File: src/hdl/rfscfg_map.svh
/*
  Constants of the system configuration command block: default settings,
  error status layout and fixed-point formats.
  Assumes power values are signed tenths of a dB or dBm.
*/
`ifndef RFSCFG_MAP_SVH
`define RFSCFG_MAP_SVH

// ===========================================================
// Formats
`define RFSCFG_PWR_W      16
`define RFSCFG_ERR_W      32
`define RFSCFG_CHAN_W     8

// ===========================================================
// Defaults (tenths of dB / dBm; serial rate in baud)
`define RFSCFG_OFS_RST    16'h0000
`define RFSCFG_MAX_RST    16'h01D7
`define RFSCFG_MIN_RST    16'h010E
`define RFSCFG_SP_RST     16'h010E
`define RFSCFG_BAUD_RST   32'h0001C200

// ===========================================================
// Error status
`define RFSCFG_ERR_RSTDET 32'h00000020
`define RFSCFG_ERR_CLR    32'h00000000

`endif

File: src/hdl/rfscfg_pkg.sv
/*
  Types of the system configuration command block.
  Assumes an upstream parser that turns ASCII lines into opcodes.
*/
package rfscfg_pkg;

  // ===========================================================
  // Command opcodes
  typedef enum logic [3:0] {
    RFSCFG_OP_SET_OFS  = 4'h0,
    RFSCFG_OP_GET_OFS  = 4'h1,
    RFSCFG_OP_RD_W     = 4'h2,
    RFSCFG_OP_RD_DBM   = 4'h3,
    RFSCFG_OP_SP_W     = 4'h4,
    RFSCFG_OP_SP_DBM   = 4'h5,
    RFSCFG_OP_GET_MAX  = 4'h6,
    RFSCFG_OP_SET_MAX  = 4'h7,
    RFSCFG_OP_GET_MIN  = 4'h8,
    RFSCFG_OP_SET_MIN  = 4'h9,
    RFSCFG_OP_RST      = 4'hA,
    RFSCFG_OP_BAUD     = 4'hB,
    RFSCFG_OP_CLR_ERR  = 4'hC,
    RFSCFG_OP_ERR_Q    = 4'hD
  } rfscfg_op_type;

  // ===========================================================
  // Reply kinds
  typedef enum logic [1:0] {
    RFSCFG_RSP_OK  = 2'h0,
    RFSCFG_RSP_ERR = 2'h1,
    RFSCFG_RSP_VAL = 2'h2
  } rfscfg_rsp_type;

  // ===========================================================
  // Sequencer states
  typedef enum logic [2:0] {
    RFSCFG_ST_IDLE = 3'h1,
    RFSCFG_ST_RESP = 3'h2,
    RFSCFG_ST_RST  = 3'h4
  } rfscfg_state_type;

endpackage

File: src/hdl/rfscfg_top.sv
/*
  System configuration command interpreter of an RF source board:
  power offset, setpoint caps, board reset, error status, serial rate.
  Assumes parsed commands and measurements arrive on sys_clk_i.
*/
`timescale 1ns/10ps
`include "rfscfg_map.svh"

module rfscfg_top
(
  // Clock and reset
  input  wire logic                          sys_clk_i,
  input  wire logic                          srst_i,
  // Command
  input  wire logic                          cmd_valid_i,
  output logic                               cmd_ready_o,
  input  wire rfscfg_pkg::rfscfg_op_type     cmd_op_i,
  input  wire logic [`RFSCFG_CHAN_W-1:0]     cmd_chan_i,
  input  wire logic [31:0]                   cmd_arg_i,
  input  wire logic [`RFSCFG_CHAN_W-1:0]     own_chan_i,
  // Measurements and faults
  input  wire logic [`RFSCFG_PWR_W-1:0]      fwd_dbm_i,
  input  wire logic [`RFSCFG_PWR_W-1:0]      refl_dbm_i,
  input  wire logic [`RFSCFG_ERR_W-1:0]      err_event_i,
  // Response
  output logic                               rsp_valid_o,
  input  wire logic                          rsp_ready_i,
  output rfscfg_pkg::rfscfg_op_type          rsp_op_o,
  output logic [`RFSCFG_CHAN_W-1:0]          rsp_chan_o,
  output rfscfg_pkg::rfscfg_rsp_type         rsp_kind_o,
  output logic [31:0]                        rsp_val_o,
  output logic [`RFSCFG_PWR_W-1:0]           rsp_aux_o,
  // Settings, error status and soft reset
  output logic [`RFSCFG_PWR_W-1:0]           offset_o,
  output logic [`RFSCFG_PWR_W-1:0]           max_cap_o,
  output logic [`RFSCFG_PWR_W-1:0]           min_lim_o,
  output logic [`RFSCFG_PWR_W-1:0]           setpoint_o,
  output logic [`RFSCFG_PWR_W-1:0]           setpoint_gen_o,
  output logic [31:0]                        uart_baud_o,
  output logic [`RFSCFG_ERR_W-1:0]           err_status_o,
  output logic                               soft_rst_o
);
  import rfscfg_pkg::*;

  // ===========================================================
  // State
  rfscfg_state_type                 state_ff;
  rfscfg_state_type                 nxt_state;
  logic                             cmd_ready_ff;
  logic                             rsp_valid_ff;
  rfscfg_op_type                    rsp_op_ff;
  logic [`RFSCFG_CHAN_W-1:0]        rsp_chan_ff;
  rfscfg_rsp_type                   rsp_kind_ff;
  logic [31:0]                      rsp_val_ff;
  logic [`RFSCFG_PWR_W-1:0]         rsp_aux_ff;
  logic [`RFSCFG_PWR_W-1:0]         ofs_ff;
  logic [`RFSCFG_PWR_W-1:0]         max_ff;
  logic [`RFSCFG_PWR_W-1:0]         min_ff;
  logic [`RFSCFG_PWR_W-1:0]         sp_ff;
  logic [`RFSCFG_PWR_W-1:0]         sp_gen_ff;
  logic [31:0]                      baud_ff;
  logic [`RFSCFG_ERR_W-1:0]         err_ff;

  // ===========================================================
  // Decode
  wire                              take;
  wire                              chan_hit;
  wire                              do_cmd;
  wire                              no_reply;
  wire                              need_reply;
  wire                              rsp_done;
  wire                              any_rst;
  wire                              is_sp;
  wire                              is_get;
  wire                              known_op;
  wire                              sp_ok;
  wire signed [16:0]                arg_s;
  wire signed [16:0]                sp_lo;
  wire signed [16:0]                sp_hi;
  wire [`RFSCFG_PWR_W-1:0]          arg16;
  wire [`RFSCFG_PWR_W-1:0]          fwd_adj;
  wire [`RFSCFG_PWR_W-1:0]          refl_adj;
  wire [31:0]                       get_val;
  wire [`RFSCFG_PWR_W-1:0]          get_aux;
  wire rfscfg_rsp_type              kind;
  wire [`RFSCFG_PWR_W-1:0]          nxt_ofs;
  wire [`RFSCFG_PWR_W-1:0]          nxt_max;
  wire [`RFSCFG_PWR_W-1:0]          nxt_min;
  wire [`RFSCFG_PWR_W-1:0]          nxt_sp;
  wire [`RFSCFG_PWR_W-1:0]          nxt_sp_gen;
  wire [31:0]                       nxt_baud;
  wire [`RFSCFG_ERR_W-1:0]          nxt_err;
  wire [`RFSCFG_ERR_W-1:0]          err_kept;

  assign take       = cmd_valid_i & cmd_ready_ff;
  assign chan_hit   = (cmd_chan_i == own_chan_i);
  assign do_cmd     = take & chan_hit;
  assign no_reply   = (cmd_op_i == RFSCFG_OP_BAUD);
  assign need_reply = do_cmd & ~no_reply;
  assign rsp_done   = rsp_valid_ff & rsp_ready_i;
  assign any_rst    = srst_i | (state_ff == RFSCFG_ST_RST);

  assign is_sp    = (cmd_op_i == RFSCFG_OP_SP_W) | (cmd_op_i == RFSCFG_OP_SP_DBM);
  assign is_get   = (cmd_op_i == RFSCFG_OP_GET_OFS) | (cmd_op_i == RFSCFG_OP_RD_W)
                  | (cmd_op_i == RFSCFG_OP_RD_DBM) | (cmd_op_i == RFSCFG_OP_GET_MAX)
                  | (cmd_op_i == RFSCFG_OP_GET_MIN) | (cmd_op_i == RFSCFG_OP_ERR_Q);
  assign known_op = (cmd_op_i <= RFSCFG_OP_ERR_Q);

  // Setpoint window at the offset plane
  assign arg16 = cmd_arg_i[15:0];
  assign arg_s = {arg16[15], arg16};
  assign sp_lo = $signed({min_ff[15], min_ff}) - $signed({ofs_ff[15], ofs_ff});
  assign sp_hi = $signed({max_ff[15], max_ff}) - $signed({ofs_ff[15], ofs_ff});
  assign sp_ok = (arg_s >= sp_lo) & (arg_s <= sp_hi);

  // Forward reading referred to the offset plane; reflected reading has the offset added
  assign fwd_adj  = fwd_dbm_i - ofs_ff;
  assign refl_adj = refl_dbm_i + ofs_ff;

  // Reply value selection
  assign get_val =
    (cmd_op_i == RFSCFG_OP_GET_OFS) ? {{16{ofs_ff[15]}}, ofs_ff} :
    ((cmd_op_i == RFSCFG_OP_RD_W) | (cmd_op_i == RFSCFG_OP_RD_DBM)) ?
      {{16{fwd_adj[15]}}, fwd_adj} :
    (cmd_op_i == RFSCFG_OP_GET_MAX) ? {{16{max_ff[15]}}, max_ff} :
    (cmd_op_i == RFSCFG_OP_GET_MIN) ? {{16{min_ff[15]}}, min_ff} :
    (cmd_op_i == RFSCFG_OP_ERR_Q)   ? err_ff : 32'h00000000;
  assign get_aux = ((cmd_op_i == RFSCFG_OP_RD_W) | (cmd_op_i == RFSCFG_OP_RD_DBM)) ?
                   refl_adj : 16'h0000;
  assign kind = ~known_op        ? RFSCFG_RSP_ERR :
                is_get           ? RFSCFG_RSP_VAL :
                (is_sp & ~sp_ok) ? RFSCFG_RSP_ERR : RFSCFG_RSP_OK;

  // Setting updates; any reset restores the defaults
  assign nxt_ofs = any_rst ? `RFSCFG_OFS_RST :
                   (do_cmd & (cmd_op_i == RFSCFG_OP_SET_OFS)) ? arg16 : ofs_ff;
  assign nxt_max = any_rst ? `RFSCFG_MAX_RST :
                   (do_cmd & (cmd_op_i == RFSCFG_OP_SET_MAX)) ? arg16 : max_ff;
  assign nxt_min = any_rst ? `RFSCFG_MIN_RST :
                   (do_cmd & (cmd_op_i == RFSCFG_OP_SET_MIN)) ? arg16 : min_ff;
  assign nxt_sp  = any_rst ? `RFSCFG_SP_RST :
                   (do_cmd & is_sp & sp_ok) ? arg16 : sp_ff;
  assign nxt_sp_gen = nxt_sp + nxt_ofs;
  assign nxt_baud = any_rst ? `RFSCFG_BAUD_RST :
                    (do_cmd & no_reply) ? cmd_arg_i : baud_ff;

  // Error flags: a new event wins over the clear
  assign err_kept = (do_cmd & (cmd_op_i == RFSCFG_OP_CLR_ERR)) ?
                    `RFSCFG_ERR_CLR : err_ff;
  assign nxt_err  = err_kept | err_event_i | (any_rst ? `RFSCFG_ERR_RSTDET : `RFSCFG_ERR_CLR);

  // ===========================================================
  // Sequencer
  always_comb
  begin
    nxt_state = state_ff;
    unique case (state_ff)
      RFSCFG_ST_IDLE:
      begin
        if (need_reply)
        begin
          nxt_state = RFSCFG_ST_RESP;
        end
      end
      RFSCFG_ST_RESP:
      begin
        if (rsp_done)
        begin
          nxt_state = (rsp_op_ff == RFSCFG_OP_RST) ? RFSCFG_ST_RST : RFSCFG_ST_IDLE;
        end
      end
      RFSCFG_ST_RST:
      begin
        nxt_state = RFSCFG_ST_IDLE;
      end
      default:
      begin
        nxt_state = RFSCFG_ST_IDLE;
      end
    endcase
  end

  always_ff @(posedge sys_clk_i)
  begin
    if (srst_i)
    begin
      state_ff     <= RFSCFG_ST_IDLE;
      cmd_ready_ff <= 1'b1;
    end
    else
    begin
      state_ff     <= nxt_state;
      cmd_ready_ff <= (nxt_state == RFSCFG_ST_IDLE);
    end
  end

  // ===========================================================
  // Response holding register
  always_ff @(posedge sys_clk_i)
  begin
    if (srst_i)
    begin
      rsp_valid_ff <= 1'b0;
      rsp_op_ff    <= RFSCFG_OP_SET_OFS;
      rsp_chan_ff  <= 8'h00;
      rsp_kind_ff  <= RFSCFG_RSP_OK;
      rsp_val_ff   <= 32'h00000000;
      rsp_aux_ff   <= 16'h0000;
    end
    else if (need_reply)
    begin
      rsp_valid_ff <= 1'b1;
      rsp_op_ff    <= cmd_op_i;
      rsp_chan_ff  <= own_chan_i;
      rsp_kind_ff  <= kind;
      rsp_val_ff   <= get_val;
      rsp_aux_ff   <= get_aux;
    end
    else if (rsp_done)
    begin
      rsp_valid_ff <= 1'b0;
    end
  end

  // ===========================================================
  // Settings and error status
  always_ff @(posedge sys_clk_i)
  begin
    ofs_ff    <= nxt_ofs;
    max_ff    <= nxt_max;
    min_ff    <= nxt_min;
    sp_ff     <= nxt_sp;
    sp_gen_ff <= nxt_sp_gen;
    baud_ff   <= nxt_baud;
    err_ff    <= nxt_err;
  end

  // ===========================================================
  // Outputs
  assign cmd_ready_o    = cmd_ready_ff;
  assign rsp_valid_o    = rsp_valid_ff;
  assign rsp_op_o       = rsp_op_ff;
  assign rsp_chan_o     = rsp_chan_ff;
  assign rsp_kind_o     = rsp_kind_ff;
  assign rsp_val_o      = rsp_val_ff;
  assign rsp_aux_o      = rsp_aux_ff;
  assign offset_o       = ofs_ff;
  assign max_cap_o      = max_ff;
  assign min_lim_o      = min_ff;
  assign setpoint_o     = sp_ff;
  assign setpoint_gen_o = sp_gen_ff;
  assign uart_baud_o    = baud_ff;
  assign err_status_o   = err_ff;
  assign soft_rst_o     = state_ff[2];

endmodule

File: config.mk
export PLATFORM = sky130hd
export DESIGN_NAME = rfscfg_top
export DESIGN_NICKNAME = d
export VERILOG_FILES = /design/src/hdl/rfscfg_pkg.sv /design/src/hdl/rfscfg_top.sv
export VERILOG_INCLUDE_DIRS = /design/src /design/src/hdl
export SDC_FILE = /design/constraint.sdc
export NUM_CORES = 1
export LEC_CHECK = 0
export ABC_CLOCK_PERIOD_IN_PS = 5590
export BUFFER_PORTS_ARGS = -buffer_cell sky130_fd_sc_hd__buf_2
export CORE_MARGIN = 5
export CORE_UTILIZATION = 30
export DETAILED_ROUTE_END_ITERATION = 10
export GPL_TIMING_DRIVEN = 1
export PLACE_DENSITY = 0.58
export SYNTH_ARGS = -nofsm -noshare
export SYNTH_HDL_FRONTEND = slang
export SYNTH_SLANG_ARGS = --single-unit
File: constraint.sdc
create_clock -name sys_clk_i -period 5.59 [get_ports sys_clk_i]
set_input_delay 0.559 -clock sys_clk_i [delete_from_list [all_inputs] [get_ports sys_clk_i]]
set_output_delay 0.559 -clock sys_clk_i [all_outputs]
set_load 0.1 [all_outputs]
==> results of run 1 <==
[power by group through the flow]
stage | Combinational, W | Sequential, W | Clock, W
global placement | 0.000247 | 0.00154 | 0
CTS | 0.000252 | 0.00150 | 0.00167
global route | 0.000277 | 0.00150 | 0.00173
floorplan | 0.000122 | 0.00154 | 0
detailed placement | 0.000249 | 0.00154 | 0
finish | 0.000254 | 0.00150 | 0.00164
[per-layer routing]
metal	vias to the layer above	part of all wire [%]	global-route usage [%]
li1	5848	-	-
met1	5674	42	27.2
met2	473	46	36.6
met3	101	8.7	5.18
met4	6	3.6	6.46
met5	-	0.085	0
[synthesized netlist by cell type (4+ instances only)]
library cell,n
sky130_fd_sc_hd__a2111oi_0,4
sky130_fd_sc_hd__a211o_1,5
sky130_fd_sc_hd__a211oi_1,25
sky130_fd_sc_hd__a21boi_0,4
sky130_fd_sc_hd__a21o_1,47
sky130_fd_sc_hd__a21oi_1,154
sky130_fd_sc_hd__a222oi_1,6
sky130_fd_sc_hd__a22oi_1,23
sky130_fd_sc_hd__a31oi_1,13
sky130_fd_sc_hd__and3_1,7
sky130_fd_sc_hd__buf_2,4
sky130_fd_sc_hd__clkbuf_1,59
sky130_fd_sc_hd__dfxtp_1,211
sky130_fd_sc_hd__fa_1,5
sky130_fd_sc_hd__ha_1,111
sky130_fd_sc_hd__inv_1,52
sky130_fd_sc_hd__mux2i_1,16
sky130_fd_sc_hd__nand2_1,242
sky130_fd_sc_hd__nand2b_1,20
sky130_fd_sc_hd__nand3_1,44
sky130_fd_sc_hd__nand4_1,9
sky130_fd_sc_hd__nor2_1,103
sky130_fd_sc_hd__nor2b_1,13
sky130_fd_sc_hd__nor3_1,33
sky130_fd_sc_hd__o211ai_1,7
sky130_fd_sc_hd__o21a_1,6
sky130_fd_sc_hd__o21ai_0,44
sky130_fd_sc_hd__or2_2,4
sky130_fd_sc_hd__or3_1,19
sky130_fd_sc_hd__xnor2_1,38
sky130_fd_sc_hd__xor2_1,26
[path summary, 6_finish.rpt]
kind                        endpoint             from  slack, ns
hold / removal      err_status_o[18]  err_event_i[18]       0.19
hold reg to reg        rsp_chan_o[6]    rsp_chan_o[6]       0.45
setup reg to reg  setpoint_gen_o[14]     min_lim_o[0]      -0.32
setup / recovery  setpoint_gen_o[14]     min_lim_o[0]      -0.32
[final cells by class]
cell class              instances  area (um2)  share of cell area [%]
inverters                      52         195                    1.23
clock buffers                  38         724                    4.56
clock inverters                 6        86.3                   0.544
repair buffers                463        2690                    16.9
multi-input cells            1083        7260                    45.7
flip-flops and latches        211        4270                    26.9
well taps                     518         648                    4.08
[kinds of logic after synthesis]
kind of cell	share of synthesized area (%)
xor gates and xnor gates	4.85
adders and majority gates	12.9
AOI/OAI and AO/OA	20.2
and+or+nand+nor	20.3
DFF	36.5
muxes	1.38
buffers and inverters	3.87
[per-stage QoR]
step	util (%)	total power [W]	instance area [um2]	instances	hold WS [ns]
2_1_floorplan	-	0.00167	11700	1411	0.496
3_3_place_gp	38.1	0.00178	14600	2308	0.435
3_5_place_dp	38.1	0.00178	14600	2308	0.441
4_1_cts	40.7	0.00343	15600	2361	0.169
5_1_grt	41.4	0.00351	15900	2371	0.172
6_report	41.4	0.00339	15900	2371	0.190
[state kept, by name, indices dropped and copies added (netlist names)]
name / count
max_cap_o: 16
rsp_aux_o: 16
setpoint_gen_o: 16
offset_o: 16
setpoint_o: 16
rsp_op_o: 4
rsp_kind_o: 2
uart_baud_o: 32
rsp_val_o: 32
cmd_ready_o: 1
rsp_chan_o: 8
state_ff: 3
err_status_o: 32
min_lim_o: 16
rsp_valid_o: 1
[repair_timing]
item / in CTS / in global routing
gates resized for setup: 23 / 37
setup buffers: 9 / 11
pin swaps: 15 / 33
setup endpoints to repair: 9 / 11
==> key figures, run 1 <==
Cells and area
  – Layout area overhead: 37.3%
  – Total Nets Final: 2,072
  – Share of final-layout standard cells stronger than drive strength 1: about a third
  – Count of fill cells added during filler insertion: 3,896
  – Top library cells by usage in the layout, fill and taps aside: sky130_fd_sc_hd__buf_2, sky130_fd_sc_hd__nand2_1, sky130_fd_sc_hd__dfxtp_1, sky130_fd_sc_hd__a21oi_1, sky130_fd_sc_hd__buf_4
  – Commonest non-fill, non-tap cell in the layout: sky130_fd_sc_hd__buf_2
  – Ant diodes: 0

Critical path
  – Crit path largest cell delay: 0.44 ns
  – Crit end category: flip-flop
  – Worst setup SP type: flip-flop
  – Logic depth of the worst register-to-register path: 32
  – Cell family contributing the most delay on the critical path: compound AO/OA/AOI/OAI gates
  – Crit-path most repeated cell: sky130_fd_sc_hd__a21oi_2
  – Critical path arrival: 6.38 ns
  – CP max FO: 3
  – Count of cell instances traversed by the critical path: 32
  – Worst path required time: 6.06 ns
  – Type of the setup path with the least slack: flip-flop to flip-flop
  – Master of the slowest instance on the critical path: sky130_fd_sc_hd__or3_4
  – Worst path bufs/invs: 1

STA
  – Timing-limited maximum frequency: 169 MHz
  – Max_slew headroom: between 15 and 20%
  – Setup repair after global routing missed its margin: true
  – Count of final hold-check violations: 0
  – TNS Setup: -1.07 ns
  – Worst setup margin: -0.318 ns
  – Shortest period the worst path allows: 5.91 ns
  – Layout Skew: between 0.015 and 0.02 ns
  – Pins over their slew limit: 0
  – Share of the cycle needed by the critical path after routing: 106%
  – Worst-margin pin slew: 1.25 ns
  – Final Setup Violations: 7

Yosys
  – Combined area of all synthesized cells: 11,600 um2
  – YS warnings: 0
  – Share of the synthesized area in the top cell type: 36.5%
  – Count of flip-flops with a built-in enable after synthesis: 0
  – Ys flop type: sky130_fd_sc_hd__dfxtp_1
  – FF+latch count, synth: 211
  – Cell types with the largest area share after synthesis: sky130_fd_sc_hd__dfxtp_1, sky130_fd_sc_hd__ha_1, sky130_fd_sc_hd__nand2_1
  – Syn_area_per_cell: 8.20 um2
  – Asr flop ratio synth: 0%
  – Biggest area consumer among synthesized cells: sky130_fd_sc_hd__dfxtp_1
  – Nets in the synthesized netlist: 1,647
  – Register area share after synthesis: 36.5%
  – Cell variety after synth: 66
  – Gate Count Post-Synth: 1,411

CTS
  – Hold_buf cts: 0
  – Clk root buf: sky130_fd_sc_hd__clkbuf_16
  – Total CTS buffers: 25
  – Num Clock Sinks: around 210
  – CTS tree: yes
  – Clk Latency, worst-skew pair: 0.54 ns
  – Number of H-tree levels: 1
  – Clock-pin slew on the worst setup and hold paths: roughly 0.060 ns
  – Buffers from clock root to sink, at most: 3

Detailed routing
  – Total iterations of the first detailed-routing run: 6
  – Total via count in the routed design: 12.1k
  – Routed length per instance: approximately 20 um
  – Total detailed-routing wirelength: 48,500 um
  – Number of DRC markers in iteration 0: 924
  – Number of DRC violations after detailed routing: 0
  – Detail-routed via count per cell: about 5.1
  – Remaining number of nets flagged by the antenna check after routing: 0

Placement
  – Routability congestion estimate from global placement: 0.930
  – Buffers added on ports: 328
  – Post-Place Setup Slack: -0.397 ns
  – Detail Placement HPWL: ~37,000 um

Pwr
  – Portion of total power attributed to the clock network: 48.2%
  – Share of total power in sequential cells: 44.3%
  – PD cells: 214 nW/um2
  – P_sw: 0.000817 W
  – Relative contribution of combinational cells to total power: 7.5%
  – Internal cell power: 0.00257 W
  – Net Sw Frac: 24.1%
  – Peak supply drop: 0.226 mV
  – Reported leakage power: 7.15 nW

GRT
  – Remaining global-route overflow: 0
  – Tot GR Track Use: a little over a fifth
  – Vias in the first global route: 11.6k
  – Largest net degree at the start of global routing: 68
  – Initial antenna violation count: 3
  – First-pass GRT wire length: 70,600 um

Die
  – Die span in y: approximately 210 um
  – Number of core rows: 72
  – Initial Utilization: between 30% and 40%
  – Io pins: 329
  – Die Span X: 206 um
  – Core Area: 38,400 um2
  – Die area: between 40,000 and 50,000 um2

Flow run
  – Max-cap violations: 0

Min path
  – WHS Path Cells: 2
  – Hold crit path type: primary input to flip-flop

Status
  – Run status: finished, violations left
  – Violations in the final reports: negative setup slack
Power figures use the tool's default switching activity.
==> inputs of run 2 (changes only) <==
--- a/config.mk
+++ b/config.mk
@@ -9,10 +9,11 @@
 export ABC_CLOCK_PERIOD_IN_PS = 5590
 export BUFFER_PORTS_ARGS = -buffer_cell sky130_fd_sc_hd__buf_2
 export CORE_MARGIN = 5
-export CORE_UTILIZATION = 30
+export CORE_UTILIZATION = 48
 export DETAILED_ROUTE_END_ITERATION = 10
 export GPL_TIMING_DRIVEN = 1
-export PLACE_DENSITY = 0.58
+export PLACE_DENSITY = 0.82
+export SLEW_MARGIN = 20
 export SYNTH_ARGS = -nofsm -noshare
 export SYNTH_HDL_FRONTEND = slang
 export SYNTH_SLANG_ARGS = --single-unit
==> run 2 against run 1 <==
The flow still finishes with violations (negative setup slack). Maximum frequency decreased by 5.8%. Clock power increased by 10%. Flip-flop and latch count unchanged. Die area decreased by 36%. Global-route usage increased by 9.5 points. Critical endpoint unchanged. Largest cell class unchanged.
==> key figures, run 2 (same netlist as run 1, synthesis figures left out) <==
Status
  – Run status: finished, violations left (unchanged)
  – Violations in the final reports: negative setup slack (unchanged)

Pwr
  – PD cells: 228 nW/um2 (was 214 nW/um2)
  – Portion of total power attributed to the clock network: 50.9% (was 48.2%)
  – Peak supply drop: 0.230 mV (was 0.226 mV)
  – Internal cell power: 0.00269 W (was 0.00257 W)
  – Relative contribution of combinational cells to total power: 6.9% (was 7.5%)
  – Net Sw Frac: 24.3% (was 24.1%)
  – Share of total power in sequential cells: 42.2% (was 44.3%)
  – Reported leakage power: 7.08 nW (was 7.15 nW)
  – P_sw: 0.000865 W (was 0.000817 W)

Cells and area
  – Commonest non-fill, non-tap cell in the layout: sky130_fd_sc_hd__buf_2 (unchanged)
  – Layout area overhead: 35.0% (was 37.3%)
  – Area of combinational cells with multiple inputs: 7240 um2 (was 7260 um2)
  – Count of fill cells added during filler insertion: 1,874 (was 3,896)
  – Total Nets Final: 2,058 (was 2,072)
  – Final design utilization: 66.1% (was 41.4%)
  – Sequential cell area: 4270 um2 (unchanged)
  – Top library cells by usage in the layout, fill and taps aside: sky130_fd_sc_hd__buf_2, sky130_fd_sc_hd__nand2_1, sky130_fd_sc_hd__dfxtp_1, sky130_fd_sc_hd__a21oi_1, sky130_fd_sc_hd__buf_4 (unchanged)
  – Layout Cell Area excl Fill: 15,600 um2 (was 15,900 um2)
  – Share of final-layout standard cells stronger than drive strength 1: 31.7% (was 32.1%)

Critical path
  – Cell family contributing the most delay on the critical path: compound AO/OA/AOI/OAI gates (unchanged)
  – Type of the setup path with the least slack: flip-flop to flip-flop (unchanged)
  – Worst setup SP type: flip-flop (unchanged)
  – Crit path largest cell delay: 0.45 ns (was 0.44 ns)
  – Worst path required time: 6.05 ns (was 6.06 ns)
  – Master of the slowest instance on the critical path: sky130_fd_sc_hd__or3_4 (unchanged)
  – Worst path bufs/invs: 3 (was 1)
  – Crit end category: flip-flop (unchanged)
  – CP max FO: 4 (was 3)
  – Critical path arrival: 6.73 ns (was 6.38 ns)

STA
  – Timing-limited maximum frequency: 159 MHz (was 169 MHz)
  – Setup repair after global routing missed its margin: true (unchanged)
  – Layout Skew: 0.0256 ns (was 0.0165 ns)
  – Share of the cycle needed by the critical path after routing: 112% (was 106%)
  – Worst-margin pin slew: 1.02 ns (was 1.25 ns)
  – Shortest period the worst path allows: 6.27 ns (was 5.91 ns)
  – Worst setup margin: -0.681 ns (was -0.318 ns)
  – TNS Setup: -4.84 ns (was -1.07 ns)
  – Final Setup Violations: 11 (was 7)
  – Count of final hold-check violations: 0 (unchanged)
  – Pins over their slew limit: 0 (unchanged)
  – Max_slew headroom: 32.0% (was 16.8%)

CTS
  – Num Clock Sinks: 211 (unchanged)
  – Total CTS buffers: 25 (unchanged)
  – CTS tree: yes (unchanged)
  – Clock-pin slew on the worst setup and hold paths: 0.06 ns (about the same)
  – Clk Latency, worst-skew pair: 0.55 ns (was 0.54 ns)
  – Number of H-tree levels: 1 (unchanged)
  – Buffers from clock root to sink, at most: 3 (unchanged)
  – Clk root buf: sky130_fd_sc_hd__clkbuf_16 (unchanged)

Die
  – Die Span X: 165 um (was 206 um)
  – Initial Utilization: 49.0% (was 30.1%)
  – Die span in y: 165 um (was 206 um)
  – Number of core rows: 56 (was 72)
  – Io pins: 329 (unchanged)
  – Die area: 27,300 um2 (was 42,600 um2)
  – Core Area: 23,600 um2 (was 38,400 um2)

Min path
  – Hold crit path type: primary input to flip-flop (unchanged)

GRT
  – Remaining global-route overflow: 0 (unchanged)
  – Initial antenna violation count: 1 (was 3)
  – Vias in the first global route: 12.4k (was 11.6k)
  – Tot GR Track Use: 31.1% (was 21.6%)
  – Largest net degree at the start of global routing: 68 (unchanged)
  – First-pass GRT wire length: 66,800 um (was 70,600 um)

Placement
  – Placed cell area: 14,200 um2 (was 14,600 um2)
  – Routability congestion estimate from global placement: 0.971 (was 0.930)
  – Detail Placement HPWL: 32,500 um (was 37,500 um)
  – Buffers added on ports: 328 (unchanged)

Detailed routing
  – Number of DRC violations after detailed routing: 0 (unchanged)
  – Remaining number of nets flagged by the antenna check after routing: 0 (unchanged)
  – Routed length per instance: 20.7 um (was 20.5 um)
  – Total detailed-routing wirelength: 44,800 um (was 48,500 um)
  – Total via count in the routed design: 12.7k (was 12.1k)
  – Total iterations of the first detailed-routing run: 6 (unchanged)
  – Detail-routed via count per cell: 5.87 (was 5.10)
  – Number of DRC markers in iteration 0: 1,109 (was 924)

Flow run
  – Max-cap violations: 0 (unchanged)
run 2: changes by cell type in the layout (fill, tap and decap cells not counted), moves of 4 or more:
cell                         change
sky130_fd_sc_hd__buf_4          -20
sky130_fd_sc_hd__buf_6           +8
sky130_fd_sc_hd__clkbuf_1        -6
sky130_fd_sc_hd__clkbuf_8        -4
sky130_fd_sc_hd__clkinvlp_4      +4
sky130_fd_sc_hd__o21ai_2         -4
run 2: final timing paths:
path / startpoint / end / slack (ns) / cells past startpoint
setup reg to reg: max_cap_o[0] / setpoint_gen_o[14] / -0.68 / 32
hold reg to reg: uart_baud_o[28] / uart_baud_o[28] / 0.45 / 2
setup / recovery: max_cap_o[0] / setpoint_gen_o[14] / -0.68 / 32
hold / removal: err_event_i[18] / err_status_o[18] / 0.19 / 2
run 2: layout make-up:
type	count	area share [%]
clock buffers	29	4.30
repair buffers	449	16.6
flip-flops and latches	211	27.3
clock inverters	17	1.55
inverters	52	1.27
multi-input cells	1083	46.4
well taps	319	2.56
diodes	2	0.0321
run 2: power groups by stage:
| stage | Clock, W | Combinational (W) | Sequential, W |
|---|---|---|---|
| finish | 0.00181 | 0.000247 | 0.00150 |
| global route | 0.00189 | 0.000265 | 0.00150 |
| CTS | 0.00183 | 0.000240 | 0.00150 |
| detailed placement | 0 | 0.000239 | 0.00154 |
| global placement | 0 | 0.000232 | 0.00153 |
| floorplan | 0 | 0.000122 | 0.00154 |
run 2: through the flow:
stage               std cells  power (W)  setup slack (ns)  hold WS (ns)
CTS                      2168    0.00357            -0.343         0.169
global route             2161    0.00365            -0.918         0.182
detailed placement       2084    0.00177            -0.548         0.440
floorplan                1411    0.00167            -0.274         0.496
global placement         2084    0.00177            -0.328         0.435
finish                   2162    0.00356            -0.681         0.188
run 2: what timing repair did:
action	CTS	global route
endpoints found under the setup margin	11	14
resized for setup	36	28
hold buffers	0	0
setup buffers	39	8
pin swaps	16	29
run 2: layer usage:
metal  up-vias  track usage, %  wire length [um]
li1       5828               -                 -
met1      5911            37.5             16500
met2       780            52.1             20300
met3       177            8.24              5750
met4         0            13.9              2270
met5         -               0                 0
